`config.mk`:
```
export PLATFORM = sky130hd
export DESIGN_NAME = region_lockdown_fault_regs
export DESIGN_NICKNAME = d
export VERILOG_FILES = /design/src/rlfr_pkg.sv /design/src/rlfr_lock_if.sv /design/src/region_lockdown_fault_regs.sv /design/src/rlfr_lock_decode.sv
export SDC_FILE = /design/constraint.sdc
export NUM_CORES = 1
export LEC_CHECK = 0
export ABC_AREA = 1
export BUFFER_PORTS_ARGS = -buffer_cell sky130_fd_sc_hd__buf_2
export CAP_MARGIN = 20
export CORE_MARGIN = 10
export CORE_UTILIZATION = 50
export DETAILED_ROUTE_END_ITERATION = 12
export HOLD_SLACK_MARGIN = 0.02
export PLACE_DENSITY = 0.79
export SYNTH_ARGS = -nofsm -noshare
export SYNTH_HDL_FRONTEND = slang
export SYNTH_HIERARCHICAL = 1
export SYNTH_SLANG_ARGS = --single-unit
```
`constraint.sdc`:
```
create_clock -name ref_clk_in -period 3.75 [get_ports ref_clk_in]
set_input_delay 0.5625 -clock ref_clk_in [delete_from_list [all_inputs] [get_ports ref_clk_in]]
set_output_delay 0.5625 -clock ref_clk_in [all_outputs]
set_load 0.1 [all_outputs]
```
`src/rlfr_pkg.sv`:
```
package rlfr_pkg;
  // ==========================================================================
  // Register offsets (byte addresses).
  localparam logic [11:0] RLFR_OFF_CONFIG = 12'h000;
  localparam logic [11:0] RLFR_OFF_ACTION = 12'h004;
  localparam logic [11:0] RLFR_OFF_SPAN = 12'h008;
  localparam logic [11:0] RLFR_OFF_WPSEL = 12'h00c;
  localparam logic [11:0] RLFR_OFF_FLAGS = 12'h010;
  localparam logic [11:0] RLFR_OFF_ACK = 12'h014;
  localparam logic [11:0] RLFR_OFF_FADDR = 12'h020;
  localparam logic [11:0] RLFR_OFF_EARLY = 12'h034;
  localparam logic [11:0] RLFR_OFF_TSWAP = 12'h038;
  // ==========================================================================
  // Field positions.
  localparam int RLFR_SPAN_EN_BIT = 31;
  localparam int RLFR_SEL_EARLY_BIT = 2;
  localparam int RLFR_SEL_TSWAP_BIT = 1;
  localparam int RLFR_SEL_SPAN_BIT = 0;
  localparam int RLFR_FLG_MULTI_BIT = 1;
  localparam int RLFR_FLG_ACT_BIT = 0;
  localparam int RLFR_ADDR_W = 32;
  localparam int RLFR_REGIONS_DEF = 16;
  // ==========================================================================
  // Reset values.
  localparam logic [31:0] RLFR_RST_ZERO = 32'h0000_0000;
  localparam logic [1:0] RLFR_RST_ACTION = 2'h0;
endpackage : rlfr_pkg

```
`src/rlfr_lock_if.sv`:
```
`timescale 1ns/1ps
interface rlfr_lock_if #(parameter int REGIONS = 16);
  logic enable;
  logic [3:0] code;
  logic [REGIONS-1:0] locked;
  modport ctrl (output enable, output code, input locked);
  modport dec (input enable, input code, output locked);
endinterface : rlfr_lock_if

```
`src/region_lockdown_fault_regs.sv`:
```
`timescale 1ns/1ps
// Notes on behaviour
// RULE1: Span enable bit 31 gates whether the count code locks anything.
// RULE2: Code k locks regions top down to top minus k.
// RULE3: Selector can make the span control register read-only.
// RULE4: Selector writes accepted only while boot lockout stays low.
// RULE5: Lockout high one cycle blocks all later selector writes.
// RULE6: Selector bit 2 makes early access control read-only.
// RULE7: Selector bit 1 makes trust swap enable read-only.
// RULE8: Selector bit 0 makes span control read-only.
// RULE9: Multi fault flag sets on a second failure before clear.
// RULE10: Flags bit 0 shows interrupt active.
// RULE11: Any write to acknowledge clears active and multi flags, but a failure in that same cycle keeps active set.
// RULE12: Fault address lower returns address of first failure.
// RULE13: Response select drives irq for codes 2,3; odd codes give DECERR.
// RULE14: Region count code reads regions minus one.
// RULE15: Boot lockout is sticky until reset.
// RULE16: Capture loads only while inactive or in an acknowledge cycle, and holds until clear.
module region_lockdown_fault_regs #(
  parameter int REGIONS = rlfr_pkg::RLFR_REGIONS_DEF
) (
  input wire logic ref_clk_in,
  input wire logic rst_n_in,
  input wire logic [11:0] addr_in,
  input wire logic [31:0] wdata_in,
  input wire logic wr_in,
  input wire logic rd_in,
  output logic [31:0] rdata_out,
  input wire logic boot_lock_in,
  input wire logic fail_in,
  input wire logic [rlfr_pkg::RLFR_ADDR_W-1:0] fail_addr_in,
  output logic fault_irq_out,
  output logic decerr_out,
  output logic [REGIONS-1:0] locked_out,
  output logic early_ctrl_out,
  output logic tswap_en_out
);
  import rlfr_pkg::*;

  // The region count field describes 1 to 16 regions; only 2 to 16 are accepted.
  if (REGIONS < 2 || REGIONS > 16) begin : g_bad_regions
    $error("REGIONS must be 2 to 16");
  end

  // ==========================================================================
  // Reset release and lockout synchroniser.
  logic rst_meta;
  logic rst_n;
  logic lock_meta;
  logic lock_sync;

  always_ff @(posedge ref_clk_in or negedge rst_n_in) begin
    if (!rst_n_in) begin
      rst_meta <= 1'b0;
      rst_n <= 1'b0;
    end else begin
      rst_meta <= 1'b1;
      rst_n <= rst_meta;
    end
  end

  always_ff @(posedge ref_clk_in or negedge rst_n) begin
    if (!rst_n) begin
      lock_meta <= 1'b0;
      lock_sync <= 1'b0;
    end else begin
      lock_meta <= boot_lock_in;
      lock_sync <= lock_meta;
    end
  end

  // ==========================================================================
  // Register state.
  logic boot_locked;
  logic span_en;
  logic [3:0] span_code;
  logic [2:0] wp_sel;
  logic [1:0] action;
  logic irq_active;
  logic multi_fault;
  logic [RLFR_ADDR_W-1:0] fault_addr;
  logic early_ctrl;
  logic tswap_en;

  logic wr_span;
  logic wr_sel;
  logic wr_ack;
  logic wr_action;
  logic wr_early;
  logic wr_tswap;

  assign wr_span = wr_in && addr_in == RLFR_OFF_SPAN && !wp_sel[RLFR_SEL_SPAN_BIT]; // RULE3 RULE8
  assign wr_sel = wr_in && addr_in == RLFR_OFF_WPSEL && !boot_locked && !lock_sync; // RULE4 RULE5
  assign wr_ack = wr_in && addr_in == RLFR_OFF_ACK;
  assign wr_action = wr_in && addr_in == RLFR_OFF_ACTION;
  assign wr_early = wr_in && addr_in == RLFR_OFF_EARLY && !wp_sel[RLFR_SEL_EARLY_BIT]; // RULE6
  assign wr_tswap = wr_in && addr_in == RLFR_OFF_TSWAP && !wp_sel[RLFR_SEL_TSWAP_BIT]; // RULE7

  // Sticky lockout flag.
  always_ff @(posedge ref_clk_in or negedge rst_n) begin
    if (!rst_n) begin
      boot_locked <= 1'b0;
    end else if (lock_sync) begin
      boot_locked <= 1'b1; // RULE15
    end
  end

  always_ff @(posedge ref_clk_in or negedge rst_n) begin
    if (!rst_n) begin
      span_en <= 1'b0;
      span_code <= 4'h0;
    end else if (wr_span) begin
      span_en <= wdata_in[RLFR_SPAN_EN_BIT];
      span_code <= wdata_in[3:0];
    end
  end

  always_ff @(posedge ref_clk_in or negedge rst_n) begin
    if (!rst_n) begin
      wp_sel <= 3'h0;
    end else if (wr_sel) begin
      wp_sel <= wdata_in[2:0];
    end
  end

  always_ff @(posedge ref_clk_in or negedge rst_n) begin
    if (!rst_n) begin
      action <= RLFR_RST_ACTION;
    end else if (wr_action) begin
      action <= wdata_in[1:0];
    end
  end

  always_ff @(posedge ref_clk_in or negedge rst_n) begin
    if (!rst_n) begin
      early_ctrl <= 1'b0;
    end else if (wr_early) begin
      early_ctrl <= wdata_in[0];
    end
  end

  always_ff @(posedge ref_clk_in or negedge rst_n) begin
    if (!rst_n) begin
      tswap_en <= 1'b0;
    end else if (wr_tswap) begin
      tswap_en <= wdata_in[0];
    end
  end

  // ==========================================================================
  // Fault capture. A failure in the acknowledge cycle keeps the active flag set and loads its address; the multi flag still clears.
  always_ff @(posedge ref_clk_in or negedge rst_n) begin
    if (!rst_n) begin
      irq_active <= 1'b0;
    end else if (fail_in) begin
      irq_active <= 1'b1; // RULE10
    end else if (wr_ack) begin
      irq_active <= 1'b0; // RULE11
    end
  end

  always_ff @(posedge ref_clk_in or negedge rst_n) begin
    if (!rst_n) begin
      multi_fault <= 1'b0;
    end else if (fail_in && irq_active && !wr_ack) begin
      multi_fault <= 1'b1; // RULE9
    end else if (wr_ack) begin
      multi_fault <= 1'b0; // RULE11
    end
  end

  always_ff @(posedge ref_clk_in or negedge rst_n) begin
    if (!rst_n) begin
      fault_addr <= RLFR_RST_ZERO;
    end else if (fail_in && (!irq_active || wr_ack)) begin
      fault_addr <= fail_addr_in; // RULE12 RULE16
    end
  end

  // ==========================================================================
  // Lock decode.
  rlfr_lock_if #(.REGIONS(REGIONS)) lk ();
  assign lk.enable = span_en;
  assign lk.code = span_code;

  rlfr_lock_decode #(.REGIONS(REGIONS)) u_dec (
    .lk(lk)
  );

  // Both outputs are registered so that decode ripple never reaches the pins.
  always_ff @(posedge ref_clk_in or negedge rst_n) begin
    if (!rst_n) begin
      locked_out <= {REGIONS{1'b0}};
    end else begin
      locked_out <= lk.locked; // RULE1 RULE2
    end
  end

  always_ff @(posedge ref_clk_in or negedge rst_n) begin
    if (!rst_n) begin
      fault_irq_out <= 1'b0;
    end else begin
      fault_irq_out <= irq_active && action[1]; // RULE13
    end
  end

  assign decerr_out = action[0]; // RULE13
  assign early_ctrl_out = early_ctrl;
  assign tswap_en_out = tswap_en;

  // ==========================================================================
  // Read data, one cycle after the strobe.
  logic [31:0] next_rdata;
  localparam logic [3:0] REGION_CODE = 4'(REGIONS - 1);

  always_comb begin
    next_rdata = RLFR_RST_ZERO;
    unique case (addr_in)
      RLFR_OFF_CONFIG: next_rdata = {28'h0, REGION_CODE}; // RULE14
      RLFR_OFF_ACTION: next_rdata = {30'h0, action};
      RLFR_OFF_SPAN: next_rdata = {span_en, 27'h0, span_code};
      RLFR_OFF_WPSEL: next_rdata = {29'h0, wp_sel};
      RLFR_OFF_FLAGS: next_rdata = {30'h0, multi_fault, irq_active}; // RULE9 RULE10
      RLFR_OFF_FADDR: next_rdata = fault_addr; // RULE12
      RLFR_OFF_EARLY: next_rdata = {31'h0, early_ctrl};
      RLFR_OFF_TSWAP: next_rdata = {31'h0, tswap_en};
      default: next_rdata = RLFR_RST_ZERO;
    endcase
  end

  always_ff @(posedge ref_clk_in or negedge rst_n) begin
    if (!rst_n) begin
      rdata_out <= RLFR_RST_ZERO;
    end else if (rd_in) begin
      rdata_out <= next_rdata;
    end else begin
      rdata_out <= RLFR_RST_ZERO;
    end
  end
endmodule : region_lockdown_fault_regs

```
`src/rlfr_lock_decode.sv`:
```
`timescale 1ns/1ps
module rlfr_lock_decode #(
  parameter int REGIONS = 16
) (
  rlfr_lock_if.dec lk
);
  import rlfr_pkg::*;
  // ==========================================================================
  // Region i is locked when it lies within the top code+1 regions.
  always_comb begin
    for (int i = 0; i < REGIONS; i++) begin
      lk.locked[i] = lk.enable && (i >= (REGIONS - 1 - int'(lk.code))); // RULE1 RULE2
    end
  end
endmodule : rlfr_lock_decode

```
### Word-level counts from Yosys, hierarchy flattened

Cells that the tools add are included.

| word-level totals | value |
|---|---|
| register bits after elaboration | 100 |

| cells by class | value |
|---|---|
| multiplexer cells | 5 |
| equality and inequality tests | 8 |
| reduce and logical (&&, ||, !) cells | 42 |
| add/sub/neg operators | 1 |
| magnitude comparators | 16 |

Operators with widths:

| kind | count |
|---|---|
| $pmux 32 s8 | 1 |
| $ge 5x5->1 const A | 8 |
| $eq 12x6->1 const B | 3 |
| $mux 32 | 1 |
| $logic_and 1x1->1 | 31 |
| $eq 12x4->1 const B | 2 |
| $eq 12x5->1 const B | 2 |
| $ge 4x5->1 const A | 4 |
| $eq 12x3->1 const B | 1 |
| $logic_not 12->1 | 1 |
| $ge 3x5->1 const A | 2 |
| $logic_not 1->1 | 7 |
| $ge 1x5->1 const A | 1 |
| $ge 2x5->1 const A | 1 |
| $sub 4x4->5 const A | 1 |
| $reduce_bool 2->1 | 2 |
| $mux 1 | 3 |
| $logic_or 1x1->1 | 1 |

### Longest topological paths before layout

Gate-level depths: netlist (run 1).

| logic depth | value |
|---|---|
| depth after elaboration | 5 |
| depth in mapped cells | 10 |
| gate-level depth less buffers | 10 |

### By module

The synthesis (run 1) kept the hierarchy.

By module, submodules not included:

| module | sequential area each (µm²) | cells each | area an instance (µm²) | instances |
|---|---|---|---|---|
| region_lockdown_fault_regs | 2502.4 | 375 | 3935.0 | 1 |
| rlfr_lock_decode | 0.0 | 31 | 133.9 | 1 |

### Worst setup path before layout (run 1)

Ideal clock, no wire load.

| timing path | value |
|---|---|
| kind | input-to-reg |
| from | input port addr_in[11] |
| to | register fault_addr[23] |
| stages on the path | 9 |
| data arrival time | 1492 ps |
| path slack | 2138 ps |
| path buffers | 1 |
| cell sequence | nor2_2 -> nand2_2 -> nor2_4 -> nand3_4 -> nand2_4 -> nand2_4 -> buf_6 -> nor2_2 -> a21oi_2 |

| on the way | value |
|---|---|
| longest elaborated chain between the ends | 4 |

RTL lines:

| what | line | RTL |
|---|---|---|
| start, declared | region_lockdown_fault_regs.sv:24 | `input wire logic [11:0] addr_in,` |
| $eq 12x5->1 | region_lockdown_fault_regs.sv:94 | `assign wr_ack = wr_in && addr_in == RLFR_OFF_ACK;` |
| $logic_and 1x1->1 | region_lockdown_fault_regs.sv:94 |  |
| $logic_or 1x1->1 | region_lockdown_fault_regs.sv:175 | `end else if (fail_in && (!irq_active \|\| wr_ack)) begin` |
| $logic_and 1x1->1 | region_lockdown_fault_regs.sv:175 |  |
| end signal, assigned | region_lockdown_fault_regs.sv:176 | `fault_addr <= fail_addr_in;` |
| end, declared | region_lockdown_fault_regs.sv:81 | `logic [RLFR_ADDR_W-1:0] fault_addr;` |

No other way between the ends.
A chain may end at the register's enable or synchronous reset.

### Final worst setup path (run 1)

| timing path | value |
|---|---|
| from | input port addr_in[7] |
| to | register fault_addr[29] |

Same word-level chain as after synthesis.

==> impl_metrics.json, run 1 <==
{
  "grt_pass1_wl_um": 13400,
  "final_nets": 599,
  "slew_headroom": 0.340,
  "grt_pass1_vias": 2870,
  "finClkSkew_ns": 0.0105,
  "critical_path_class": "in2reg",
  "dieArea_mm2": 0.0121,
  "start_util": 0.521,
  "clock-sinks": 100,
  "grt_max_degree": 81,
  "clock_path_buffers": 2,
  "die_y_um": 110,
  "fmax_mhz": 494,
  "pin_count": 134,
  "syn_avg_cell_area_um2": 10.0,
  "drv_slew": 0,
  "p_per_area_mw_per_mm2": 409,
  "synth_ff_type": "dfrtp_1",
  "hold_violations": 0,
  "instances_no_fill": 623,
  "synth-seq-area-share": 0.615,
  "clkLatencyLatePin_ns": 0.35,
  "rows": 32,
  "antenna_left": 0,
  "synth_area_mm2": 0.00407,
  "hpwl_um": 6260,
  "cts_made_buffers": 9,
  "drc": 0,
  "fin_setup_tns_ns": 0,
  "cap_violations": 0,
  "leakage_nw": 2.72,
  "dpl.cell_count": 606,
  "syn2layout_area_growth_pct": 20.5,
  "place_area_mm2": 0.00465,
  "synth_edf_count": 0,
  "drive_gt1_frac": 0.388,
  "viasPerCell": 4.70,
  "rsz0062_at_grt": "no",
  "post_drt_wl_per_cell_um": 13.6,
  "grt_usage": 0.138,
  "period_needed_ns": 2.02,
  "critical_path.startpoint_type": "input port",
  "fillers": 686,
  "antenna_found_initial": 0,
  "finalWirelength_um": 8490,
  "multi_input_area_mm2": 0.00126,
  "ys_seq_elements": 100,
  "cp.required_ns": 3.95,
  "diodes": 0,
  "synth_nets": 488,
  "io_buffers": 106,
  "regArea_mm2": 0.00251,
  "vdd_drop_max_mv": 0.216,
  "hold_class": "reg2async",
  "gp_congestion": 0.885,
  "path_clk_slew_ns": 0.10,
  "htree_levels": 3,
  "synthArstFlopShare": 1.00,
  "cts_tree": "done",
  "crit_arrival_ns": 2.23,
  "endpoint_kind": "register",
  "crit_fanout": 60,
  "period_share": 0.540,
  "cts-root-buf": "clkbuf_8",
  "fin_area_mm2": 0.00490,
  "tightestPinTransition_ns": 0.989,
  "firstDrtPassIters": 5,
  "synth_warnings": 6,
  "power_mw": 2.01,
  "drtIter0Drc": 121,
  "finalSetupViolations": 0,
  "design.core.area_mm2": 0.00781,
  "die_w_um": 110,
  "synth.distinct_cells": 27,
  "syn-instance-count": 406,
  "post-cts-setup-buffers": 0,
  "grt.overflow.total": 0,
  "via_count": 2929,
  "status": "completed"
}
-- critical path, stage by stage --
cell	delay, ns
buf_2	0.10
nor2_1	0.15
nand2_1	0.10
nor2_2	0.21
nand3_4	0.11
nand2_4	0.10
nand2_4	0.49
nor2_2	0.31
a21oi_2	0.04
-- final cells by class --
class                      count  area share
timing repair buffer         109       0.117
sequential                   100       0.511
inverter                      59      0.0452
clock buffer                  10      0.0260
multi-input combinational    238       0.257
tap                          102      0.0260
clock inverter                 5      0.0176
-- cells by family after synthesis --
kind of cell,after synthesis,share of synthesized area
mux,1,0.00277
other cells,1,0.000922
flops,100,0.615
compound gates,48,0.0855
buf+inv,68,0.0753
simple gates,188,0.220
-- flip-flops by register name, indices dropped and copies added (netlist names) --
| signal | cells |
|---|---|
| irq_active | 1 |
| fault_addr | 32 |
| lk.code | 4 |
| action | 2 |
| early_ctrl_out | 1 |
| wp_sel | 3 |
| multi_fault | 1 |
| lock_sync | 1 |
| lock_meta | 1 |
| rst_n | 1 |
| rdata_out | 32 |
| locked_out | 16 |
| rst_meta | 1 |
| tswap_en_out | 1 |
| boot_locked | 1 |
| lk.enable | 1 |
| fault_irq_out | 1 |
-- where the power goes --
part	switching [mW]	internal [mW]
combinational	0.0826	0.0554
clock	0.354	0.377
sequential	0.0167	1.12
total	0.454	1.55
-- cells in the mapped netlist, types with 2 or more instances --
cell type  count  share of area
nor2_4         3         0.0083
nor2_2        33          0.051
a21oi_1        5         0.0061
inv_1         55          0.051
buf_2          2         0.0025
dfrtp_1      100           0.62
a21oi_2       28          0.060
nor2_1        59          0.054
nand3_1       21          0.026
nand2_4        2         0.0055
nand2_1       58          0.054
buf_6          6          0.017
inv_2          4         0.0037
o21ai_1        2         0.0025
nand2_2        5         0.0077
o21ai_0       12          0.015
-- stage by stage --
step / setup WS (ns) / utilization / hold WS [ns]
2_1_floorplan: 0.758 / - / 0.267
3_3_place_gp: 1.42 / 0.596 / 0.335
5_1_grt: 1.58 / 0.628 / 0.204
4_1_cts: 1.74 / 0.625 / 0.296
3_5_place_dp: 1.38 / 0.596 / 0.340
6_report: 1.73 / 0.628 / 0.175
-- path summary, 6_finish.rpt --
path                              startpoint  cells past startpoint             end  slack (ns)
worst max register to register    irq_active                      4  fault_addr[29]        2.14
max in group asynchronous              rst_n                      2   fault_addr[8]        2.69
worst min register to register         rst_n                      0       action[0]        0.18
worst min-delay path                   rst_n                      0       action[0]        0.18
min in group ref_clk_in         boot_lock_in                      1       lock_meta        0.31
worst max-delay path              addr_in[7]                      9  fault_addr[29]        1.73
-- layer usage --
| metal | up-vias | track usage | part of all wire | wire, um |
|---|---|---|---|---|
| li1 | 1460 | - | - | - |
| met1 | 1377 | 0.177 | 0.43 | 3680 |
| met2 | 84 | 0.224 | 0.49 | 4170 |
| met3 | 8 | 0.0279 | 0.063 | 531 |
| met4 | 0 | 0.0550 | 0.012 | 99 |
| met5 | - | 0 | 0 | 0 |
-- cell usage in the layout, fill, tap and decap left out, types with 4 or more instances in the layout --
cell / synthesis / routed
a21oi_1: 5 / 5
a21oi_2: 28 / 28
buf_2: 2 / 106
clkbuf_8: 0 / 9
dfrtp_1: 100 / 99
inv_1: 55 / 55
inv_2: 4 / 4
nand2_1: 58 / 58
nand2_2: 5 / 5
nand3_1: 21 / 21
nor2_1: 59 / 59
nor2_2: 33 / 33
o21ai_0: 12 / 12
-- what timing repair did --
action,4_1_cts,5_1_grt
resized for setup,0,0
hold buffers,1,0
hold endpoints to repair,2,0
Note: power is estimated with default switching activity, not from simulation.
==> run 2: changes to the inputs <==
--- a/config.mk
+++ b/config.mk
@@ -9,10 +9,10 @@
 export BUFFER_PORTS_ARGS = -buffer_cell sky130_fd_sc_hd__buf_2
 export CAP_MARGIN = 20
 export CORE_MARGIN = 10
-export CORE_UTILIZATION = 50
+export CORE_UTILIZATION = 45
 export DETAILED_ROUTE_END_ITERATION = 12
 export HOLD_SLACK_MARGIN = 0.02
-export PLACE_DENSITY = 0.79
+export PLACE_DENSITY = 0.75
 export SYNTH_ARGS = -nofsm -noshare
 export SYNTH_HDL_FRONTEND = slang
 export SYNTH_HIERARCHICAL = 1
==> constraint.sdc (replaced) <==
create_clock -name ref_clk_in -period 1.65 [get_ports ref_clk_in]
set_input_delay 0.2475 -clock ref_clk_in [delete_from_list [all_inputs] [get_ports ref_clk_in]]
set_output_delay 0.2475 -clock ref_clk_in [all_outputs]
set_load 0.1 [all_outputs]
==> run 2 against run 1 <==
Against the previous run: sequential power grew 130%; combinational power grew 120%; sequential share of layout area shrank 0.83 points; clock power grew 130%; non-clock buffer count grew 7; die area grew 9.1%; hold slack lost 0.039 ns.
==> impl_metrics.json, run 2 (synthesis results as in run 1) <==
{
  "status": "completed",
  "cpLargestDelayFamily": "buffers and inverters",
  "antenna_left": 0,
  "firstDrtPassIters": 4,
  "p_sw_mw": 1.05,
  "max_stage_delay_ns": 0.44,
  "drive_gt1_frac": 0.393,
  "grt_usage": 0.135,
  "period_needed_ns": 1.42,
  "hold_violations": 0,
  "die_y_um": 115,
  "p_int_mw": 3.54,
  "pwr-share-clk": 0.367,
  "critical_path.startpoint_type": "register",
  "cts-root-buf": "clkbuf_8",
  "combinationalPowerShare": 0.067,
  "final_common_cell": "buf_2",
  "hold_slack_ns": 0.137,
  "fin_setup_tns_ns": 0,
  "drtIter0Drc": 123,
  "crit_fanout": 3,
  "place_area_mm2": 0.00475,
  "seqPwrFrac": 0.566,
  "drv_slew": 0,
  "via_count": 2917,
  "diodes": 0,
  "rsz0062_at_grt": "no",
  "hold_class": "in2reg",
  "post_drt_wl_per_cell_um": 13.8,
  "finalWirelength_um": 8780,
  "hpwl_um": 6650,
  "final_nets": 606,
  "drc": 0,
  "gp_congestion": 0.871,
  "cts_tree": "done",
  "power_mw": 4.58,
  "setup_ws_ns": 0.225,
  "cap_violations": 0,
  "fmax_mhz": 702,
  "clkLatencyLatePin_ns": 0.34,
  "instances_no_fill": 637,
  "critical_path_class": "reg2out",
  "grt.overflow.total": 0,
  "grt_pass1_vias": 3064,
  "fin_area_mm2": 0.00499,
  "clock_path_buffers": 2,
  "dpl.cell_count": 619,
  "period_share": 0.863,
  "post-place-ws_ns": 0.0480,
  "leakage_nw": 2.76,
  "crit_buf_inv": 1,
  "dieArea_mm2": 0.0132,
  "htree_levels": 3,
  "syn2layout_area_growth_pct": 22.5,
  "die_w_um": 115,
  "io_buffers": 106,
  "design.core.area_mm2": 0.00876,
  "finalSetupViolations": 0,
  "grt_pass1_wl_um": 14600,
  "swShare": 0.228,
  "crit_arrival_ns": 1.18,
  "finClkSkew_ns": 0.0125,
  "cp.required_ns": 1.40,
  "path_cells": "buf_2",
  "path_clk_slew_ns": 0.10,
  "p_per_area_mw_per_mm2": 919,
  "pin_count": 134,
  "fin_util": 0.569,
  "cts_made_buffers": 9,
  "vdd_drop_max_mv": 0.452,
  "cpMaxStageDelayCell": "buf_2",
  "start_util": 0.464,
  "viasPerCell": 4.58,
  "reg2reg_slack_ns": 0.27,
  "antenna_found_initial": 0,
  "endpoint_kind": "primary output",
  "reg_top3": "fault_addr x32, rdata_out x32, locked_out x16",
  "fillers": 786,
  "rows": 34,
  "clock-sinks": 100,
  "layout_common_cells": "106 x buf_2, 99 x dfrtp_1, 59 x nor2_1, 58 x nand2_1, 55 x inv_1",
  "grt_max_degree": 53
}
## run 2: layout make-up
class / instances / area (um^2) / share of cell area
clock buffer: 11 / 131 / 0.0263
clock inverter: 5 / 83.8 / 0.0168
inverter: 59 / 221 / 0.0444
multi-input combinational: 238 / 1260 / 0.253
sequential: 100 / 2510 / 0.503
tap: 108 / 135 / 0.0271
timing repair buffer: 116 / 648 / 0.130
## run 2: path summary, 6_finish.rpt
| path | end | depth (start not counted) | start |
|---|---|---|---|
| worst min-delay path | fault_addr[19] | 3 | fail_addr_in[19] |
| max in group asynchronous | fault_addr[28] | 1 | rst_n |
| min in group asynchronous | rst_n | 2 | rst_n_in |
| worst max-delay path | early_ctrl_out | 1 | early_ctrl_out |
| worst max register to register | wp_sel[2] | 4 | boot_locked |
| worst min register to register | action[1] | 0 | rst_n |
## run 2: worst register-to-register path, cell delays in order, from the launching register on
cell and delay, ns:
dfrtp_1 0.37, or2_2 0.31, nor2_1 0.10, nand3_1 0.17, mux2_2 0.32
## run 2: power groups by stage
stage	clock (mW)	combinational [mW]	sequential (mW)
final	1.68	0.309	2.59
after global placement	0	0.297	2.64
after CTS	1.73	0.316	2.59
after floorplan	0	0.154	2.66
after detailed placement	0	0.310	2.64
after global routing	1.85	0.355	2.60
## run 2: layer usage
| layer | routed length [um] | track usage |
|---|---|---|
| met4 | 91 | 0.0470 |
| met2 | 4380 | 0.229 |
| met3 | 534 | 0.0297 |
| met5 | 0 | 0 |
| met1 | 3770 | 0.165 |
## run 2: repair_timing
item | CTS | global route
endpoints found under the setup margin | 0 | 0
resized for setup | 0 | 0
buffers inserted | 0 | 0
hold buffers | 2 | 0
endpoints found under the hold margin | 3 | 0
